`config.mk`:
```
export PLATFORM = sky130hd
export DESIGN_NAME = asr_ctrl
export DESIGN_NICKNAME = d
export VERILOG_FILES = /design/src/design/asr_pkg.sv /design/src/design/asr_ctrl.sv /design/src/design/asr_sync.sv
export SDC_FILE = /design/constraint.sdc
export NUM_CORES = 1
export LEC_CHECK = 0
export BUFFER_PORTS_ARGS = -buffer_cell sky130_fd_sc_hd__buf_2
export CORE_MARGIN = 10
export CORE_UTILIZATION = 53
export CTS_CLUSTER_DIAMETER = 120
export DETAILED_ROUTE_END_ITERATION = 8
export PLACE_DENSITY = 0.79
export REMOVE_ABC_BUFFERS = 1
export SYNTH_ARGS = -nofsm -noshare
export SYNTH_HDL_FRONTEND = slang
export SYNTH_HIERARCHICAL = 1
export SYNTH_SLANG_ARGS = --single-unit
export TNS_END_PERCENT = 1
```
`constraint.sdc`:
```
create_clock -name clk_i -period 2.6 [get_ports clk_i]
set_input_delay 0.13 -clock clk_i [delete_from_list [all_inputs] [get_ports clk_i]]
set_output_delay 0.13 -clock clk_i [all_outputs]
set_load 0.05 [all_outputs]
```
`src/design/asr_pkg.sv`:
```
// Package of pin timing constants and states for the static memory controller.
package asr_pkg;
	localparam int ASR_ADDR_W = 16;
	localparam int ASR_CLK_NS = 50;
	// Slowest speed grade figures, in nanoseconds.
	localparam int ASR_READ_ACCESS_NS = 70;
	localparam int ASR_WRITE_PULSE_NS = 30;
	localparam int ASR_ADDR_SETUP_NS = 7;
	localparam int ASR_ADDR_HOLD_NS = 5;
	localparam int ASR_STROBE_TO_OUTPUT_FLOAT_NS = 30;
	localparam int ASR_SELECT_HIGH_NS = 30;
	// Least times round up to whole cycles, never below one.
	localparam int ASR_READ_CYC = (ASR_READ_ACCESS_NS + ASR_CLK_NS - 1) / ASR_CLK_NS;
	localparam int ASR_WRITE_CYC = (ASR_WRITE_PULSE_NS + ASR_CLK_NS - 1) / ASR_CLK_NS;
	localparam int ASR_SETUP_CYC = (ASR_ADDR_SETUP_NS + ASR_CLK_NS - 1) / ASR_CLK_NS;
	localparam int ASR_HOLD_CYC = (ASR_ADDR_HOLD_NS + ASR_CLK_NS - 1) / ASR_CLK_NS;
	localparam int ASR_FLOAT_CYC =
		(ASR_STROBE_TO_OUTPUT_FLOAT_NS + ASR_CLK_NS - 1) / ASR_CLK_NS;
	localparam int ASR_CNT_W = 4;
	typedef enum logic [5:0] {
		ASR_IDLE  = 6'h01,
		ASR_RSET  = 6'h02,
		ASR_RWAIT = 6'h04,
		ASR_WSET  = 6'h08,
		ASR_WPULS = 6'h10,
		ASR_WHOLD = 6'h20
	} asr_state_t;
endpackage

```
`src/design/asr_ctrl.sv`:
```
// Controller that drives a 64K by 1 asynchronous static memory through its pins.
`timescale 1ns/1ns
`default_nettype none
module asr_ctrl
	import asr_pkg::*;
#(
	parameter int READ_CYC  = asr_pkg::ASR_READ_CYC,
	parameter int WRITE_CYC = asr_pkg::ASR_WRITE_CYC
) (
	input  wire logic                           clk_i,
	input  wire logic                           rst_i,
	input  wire logic                           req_valid_i,
	input  wire logic                           req_write_i,
	input  wire logic [asr_pkg::ASR_ADDR_W-1:0] req_addr_i,
	input  wire logic                           req_data_i,
	output logic                                req_ready_o,
	output logic                                rd_valid_o,
	output logic                                rd_data_o,
	output logic [asr_pkg::ASR_ADDR_W-1:0]      cell_address_o,
	output logic                                select_n_o,
	output logic                                write_strobe_n_o,
	output logic                                data_in_o,
	output logic                                data_in_oe_o,
	input  wire logic                           data_out_i
);
	import asr_pkg::*;

	localparam logic [ASR_CNT_W-1:0] CNT_ONE = 4'h1;
	localparam logic [ASR_CNT_W-1:0] RD_CNT = ASR_CNT_W'(READ_CYC + 2);
	localparam logic [ASR_CNT_W-1:0] WR_CNT = ASR_CNT_W'(WRITE_CYC);
	localparam logic [ASR_CNT_W-1:0] SU_CNT = ASR_CNT_W'(ASR_SETUP_CYC);
	localparam logic [ASR_CNT_W-1:0] HD_CNT = ASR_CNT_W'(ASR_HOLD_CYC);
	localparam logic [ASR_CNT_W-1:0] FL_CNT = ASR_CNT_W'(ASR_FLOAT_CYC);

	asr_state_t                  state_q;
	asr_state_t                  state_d;
	logic [ASR_CNT_W-1:0]        cnt_q;
	logic [ASR_CNT_W-1:0]        cnt_d;
	logic [ASR_CNT_W-1:0]        pulse_q;
	logic [ASR_CNT_W-1:0]        pulse_d;
	logic [ASR_ADDR_W-1:0]       addr_q;
	logic [ASR_ADDR_W-1:0]       addr_d;
	logic                        sel_n_q;
	logic                        sel_n_d;
	logic                        we_n_q;
	logic                        we_n_d;
	logic                        din_q;
	logic                        din_d;
	logic                        oe_q;
	logic                        oe_d;
	logic                        rvalid_q;
	logic                        rvalid_d;
	logic                        rdata_q;
	logic                        rdata_d;
	logic                        dout_sync;

	// The data output pin is asynchronous to this clock.
	asr_sync u_sync (
		.clk_i (clk_i),
		.rst_i (rst_i),
		.d_i   (data_out_i),
		.q_o   (dout_sync)
	);

	always_comb begin
		state_d  = state_q;
		cnt_d    = cnt_q;
		pulse_d  = pulse_q;
		addr_d   = addr_q;
		sel_n_d  = sel_n_q;
		we_n_d   = we_n_q;
		din_d    = din_q;
		oe_d     = oe_q;
		rvalid_d = 1'b0;
		rdata_d  = rdata_q;
		case (state_q)
			ASR_IDLE: begin
				// Select stays high between requests for standby.
				sel_n_d = 1'b1;
				we_n_d  = 1'b1;
				oe_d    = 1'b0;
				if (req_valid_i) begin
					// Address moves only while the strobe is high.
					addr_d = req_addr_i;
					din_d  = req_data_i;
					if (req_write_i) begin
						state_d = ASR_WSET;
						cnt_d   = SU_CNT;
					end else begin
						state_d = ASR_RSET;
					end
				end
			end
			ASR_RSET: begin
				// Address is stable before select falls, so select access applies.
				sel_n_d = 1'b0;
				we_n_d  = 1'b1;
				cnt_d   = RD_CNT;
				state_d = ASR_RWAIT;
			end
			ASR_RWAIT: begin
				// Wait covers access time plus the two synchroniser stages.
				if (cnt_q == CNT_ONE) begin
					rvalid_d = 1'b1;
					rdata_d  = dout_sync;
					sel_n_d  = 1'b1;
					state_d  = ASR_IDLE;
				end else begin
					cnt_d = cnt_q - CNT_ONE;
				end
			end
			ASR_WSET: begin
				// Strobe falls first, so the output stays floating at select fall.
				// Select waits for the registered strobe to be low, so the two never fall together.
				we_n_d = 1'b0;
				if (cnt_q != CNT_ONE) begin
					cnt_d = cnt_q - CNT_ONE;
				end else if (!we_n_q) begin
					sel_n_d = 1'b0;
					cnt_d   = (WR_CNT > FL_CNT) ? WR_CNT : FL_CNT;
					pulse_d = FL_CNT;
					state_d = ASR_WPULS;
				end
			end
			ASR_WPULS: begin
				// Data drive waits out the float delay to avoid contention on shared wires.
				if (pulse_q == CNT_ONE) begin
					oe_d = 1'b1;
				end else begin
					pulse_d = pulse_q - CNT_ONE;
				end
				// Select held low the full pulse, then its rise ends the write.
				if (cnt_q == CNT_ONE && oe_q) begin
					sel_n_d = 1'b1;
					cnt_d   = HD_CNT;
					state_d = ASR_WHOLD;
				end else if (cnt_q != CNT_ONE) begin
					cnt_d = cnt_q - CNT_ONE;
				end
			end
			ASR_WHOLD: begin
				// Data and address held past the select rise before release.
				if (cnt_q == CNT_ONE) begin
					we_n_d  = 1'b1;
					oe_d    = 1'b0;
					state_d = ASR_IDLE;
				end else begin
					cnt_d = cnt_q - CNT_ONE;
				end
			end
			default: begin
				state_d = ASR_IDLE;
				sel_n_d = 1'b1;
				we_n_d  = 1'b1;
				oe_d    = 1'b0;
			end
		endcase
	end

	always_ff @(posedge clk_i) begin
		if (rst_i) begin
			state_q  <= ASR_IDLE;
			cnt_q    <= '0;
			pulse_q  <= '0;
			addr_q   <= '0;
			sel_n_q  <= 1'b1;
			we_n_q   <= 1'b1;
			din_q    <= 1'b0;
			oe_q     <= 1'b0;
			rvalid_q <= 1'b0;
			rdata_q  <= 1'b0;
		end else begin
			state_q  <= state_d;
			cnt_q    <= cnt_d;
			pulse_q  <= pulse_d;
			addr_q   <= addr_d;
			sel_n_q  <= sel_n_d;
			we_n_q   <= we_n_d;
			din_q    <= din_d;
			oe_q     <= oe_d;
			rvalid_q <= rvalid_d;
			rdata_q  <= rdata_d;
		end
	end

	assign req_ready_o      = (state_q == ASR_IDLE);
	assign rd_valid_o       = rvalid_q;
	assign rd_data_o        = rdata_q;
	assign cell_address_o   = addr_q;
	assign select_n_o       = sel_n_q;
	assign write_strobe_n_o = we_n_q;
	assign data_in_o        = din_q;
	assign data_in_oe_o     = oe_q;
endmodule
`default_nettype wire

```
`src/design/asr_sync.sv`:
```
// Two flip-flop synchroniser for the memory data output pin.
`timescale 1ns/1ns
`default_nettype none
module asr_sync (
	input  wire logic clk_i,
	input  wire logic rst_i,
	input  wire logic d_i,
	output logic      q_o
);
	logic meta_q;
	logic meta_d;
	logic sync_q;
	logic sync_d;

	always_comb begin
		meta_d = d_i;
		sync_d = meta_q;
	end

	always_ff @(posedge clk_i) begin
		if (rst_i) begin
			meta_q <= 1'b0;
			sync_q <= 1'b0;
		end else begin
			meta_q <= meta_d;
			sync_q <= sync_d;
		end
	end

	assign q_o = sync_q;
endmodule
`default_nettype wire

```
==> flow_summary.json <==
{
  "outcome": "finished, final reports clean",
  "die_x_um": 79.98,
  "maxSlewHeadroom": 0.5254,
  "place.gp.congestion": 0.8971,
  "initial_core_util": 0.5582,
  "ant_nets": 0,
  "irDropWorstVdd_mv": 0.5226,
  "ys_async_sr_fraction": 0,
  "synth_area_per_cell_um2": 8.012,
  "clock_power_share": 0.229,
  "combPwrFrac": 0.438,
  "switching_power_uw": 963.3,
  "synth.area.top_cells": "dfxtp_1 (40%), nand2_1 (8.9%), a21oi_1 (6.8%)",
  "tightestPinTransition_ps": 702.0,
  "synth_flop_cell": "dfxtp_1",
  "cpPeakStageDelay_ps": 640,
  "fin_area_um2": 2267,
  "yosysSeqAreaShare": 0.3990,
  "setup_tns_ps": 0,
  "syn_to_final_growth_pct": 18.90,
  "dpl_worst_slack_ps": 415.5,
  "synth_top_area_frac": 0.3990,
  "synth_compound_area_frac": 0.2257,
  "first_pass_iters": 4,
  "clk_path_buf_depth": 2,
  "core_um2": 3416,
  "synthMuxAreaShare": 0.005249,
  "crit_chain": "nor4b_1 -> a22oi_1 -> o2111ai_1 -> a21oi_1 -> or3_1",
  "leakage_uw": 0.0009181,
  "fmax_mhz": 437.4,
  "vias": 1819,
  "clockRootBuffer": "clkbuf_4",
  "hp-class": "input pin to flip-flop",
  "setup_viol": 0,
  "chipHeight_um": 79.98,
  "p_sw_frac": 0.4219,
  "synthSimpleGateAreaFrac": 0.2605,
  "fin_crit_sh": 0.8793,
  "ys_warn_count": 6,
  "drt_iter0_drc": 171,
  "cp_top_family": "simple AND/OR/NAND/NOR gates",
  "fill_cells": 303,
  "internal_power_uw": 1320,
  "synth_edf_count": 0,
  "critPathLaunch": "state_q[2]$_SDFFE_PP0P_",
  "drv_cap": 0,
  "std_cell_rows": 21,
  "cp.arrival_ps": 2530,
  "dp.final_hpwl_mm": 3.528,
  "fin_crit_ps": 2286,
  "synthXorXnorAreaFrac": 0.01837,
  "routed_wl_mm": 4.926,
  "grt_overflow": 0,
  "clock_sinks": 38,
  "port_buffers": 44,
  "cts_buffers": 5,
  "hold_viol": 0,
  "crit_path_end_kind": "flip-flop",
  "setup_ws_ps": 313.8,
  "routedWlPerCell_um": 15.11,
  "ys_top_cells_by_count": "nand2_1 (45), dfxtp_1 (38), a21oi_1 (26), inv_1 (13)",
  "rsz0062_at_grt": "false",
  "htreeDepth": 2,
  "cts_tree": "done",
  "final_net_count": 305,
  "crit_fanout": 14,
  "first_global_vias": 1768,
  "ys_seq_elements": 38,
  "grt_usage": 0.1559,
  "path_class": "flip-flop to flip-flop",
  "netlist_area_um2": 1907,
  "yosysMostFrequentCell": "nand2_1",
  "required_ps": 2840,
  "seq_power_share": 0.333,
  "finalMaxSlewViolations": 0,
  "syn_inst": 238,
  "yosys.area.top_type": "dfxtp_1",
  "synthAdderAreaFrac": 0.03215,
  "placed_area_um2": 2136,
  "insertion_delay_ps": 340,
  "power_density_nw_per_um2": 1007,
  "die_area_um2": 6397,
  "synth_top_family_by_area": "simple AND/OR/NAND/NOR gates",
  "cp-start-kind": "flip-flop",
  "r2r_start": "state_q[2]$_SDFFE_PP0P_",
  "antenna_cells": 0,
  "hold_ws_ps": 7.094,
  "antenna_found_initial": 0,
  "path_buf_inv": 0,
  "yosysUniqueCellTypes": 52,
  "power.total_uw": 2283,
  "grt_max_degree": 37,
  "ios": 45,
  "hold_start": "req_addr_i[4]",
  "grt_pass1_wl_mm": 8.148,
  "cts.clk_slew.worst_paths_ps": 120,
  "via_per_inst": 5.580,
  "drive_above_1_share": 0.2214,
  "critical-path-slowest-cell": "nor4b_1",
  "drc": 0,
  "finClkSkew_ps": 6.049,
  "post_cts_buffers": 0
}
-- worst paths after layout --
| kind | to | slack [ps] | cells after the start |
|---|---|---|---|
| min reg2reg | u_sync/q_o$_SDFF_PP0_ | 450 | 1 |
| min | cell_address_o[4]$_SDFFE_PP0P_ | 7 | 3 |
| max reg2reg | state_q[0]$_SDFFE_PP1P_ | 310 | 5 |
| max | state_q[0]$_SDFFE_PP1P_ | 310 | 5 |
-- cells by family after synthesis --
family	Yosys count
AND/OR/NAND/NOR	99
AO/OA/AOI/OAI	64
flip-flops	38
buffers and inverters	27
adder cells (fa/ha/maj)	5
XOR/XNOR	4
multiplexers	1
-- through the flow --
| stage | cells | util |
|---|---|---|
| floorplan | 224 | - |
| global placement | 316 | 0.6253 |
| detailed placement | 316 | 0.6253 |
| CTS | 326 | 0.6637 |
| global route | 326 | 0.6637 |
| finish | 326 | 0.6637 |
-- state kept, by name, summed over array words and instances (netlist names) --
| name | count |
|---|---|
| rd_valid_o | 1 |
| u_sync/meta_q | 1 |
| rd_data_o | 1 |
| write_strobe_n_o | 1 |
| pulse_q | 4 |
| cell_address_o | 16 |
| u_sync/q_o | 1 |
| select_n_o | 1 |
| data_in_oe_o | 1 |
| cnt_q | 4 |
| state_q | 6 |
| data_in_o | 1 |
-- worst reg2reg max path: stages, from the launching register on --
cell       delay [ps]
dfxtp_1           630
nor4b_1           640
a22oi_1           200
o2111ai_1         330
a21oi_1            70
or3_1             300
-- power by group through the flow --
stage | combinational [µW] | sequential (µW) | clock (µW)
floorplan | 559 | 951 | 0
global placement | 979 | 766 | 0
detailed placement | 992 | 773 | 0
CTS | 997 | 760 | 528
global route | 1110 | 777 | 548
finish | 1000 | 761 | 522
-- routing by layer --
layer | vias to the layer above | wire (µm) | track usage
li1 | 929 | - | -
met1 | 810 | 2085 | 0.1865
met2 | 72 | 2313 | 0.2440
met3 | 8 | 442 | 0.05180
met4 | 0 | 84 | 0.07570
met5 | - | 0 | 0
-- repair_timing --
action                                 4_1_cts  5_1_grt
resized for setup                            0        0
endpoints found under the hold margin        2        0
hold buffers                                 2        0
-- layout make-up --
cell class,instances,area [µm²],share of cell area
sequential,38,760.7,0.3355
multi-input combinational,173,1033,0.4559
clock buffer,6,51.30,0.02263
inverter,13,48.80,0.02152
tap,46,57.56,0.02539
timing repair buffer,48,255.2,0.1126
clock inverter,2,60.06,0.02649
-- layout by cell type, fill, tap and decap left out, types with 2 or more instances in the layout --
cell,n
nand3_1,6
o211ai_1,3
inv_1,13
nor2b_1,4
nand4b_1,2
o32ai_1,3
xor2_1,2
a31oi_1,2
buf_4,2
o21ai_0,12
a211oi_1,3
dfxtp_1,38
buf_2,44
nor2_1,12
ha_1,4
clkbuf_4,5
xnor2_1,2
nor3b_1,3
dlygate4sd3_1,2
nand2_1,45
o22ai_1,3
nand3b_1,3
and3_1,2
or3_1,5
a21oi_1,26
nor4_1,2
bufinv_16,2
nor3_1,5
Power figures use the tool's default switching activity.
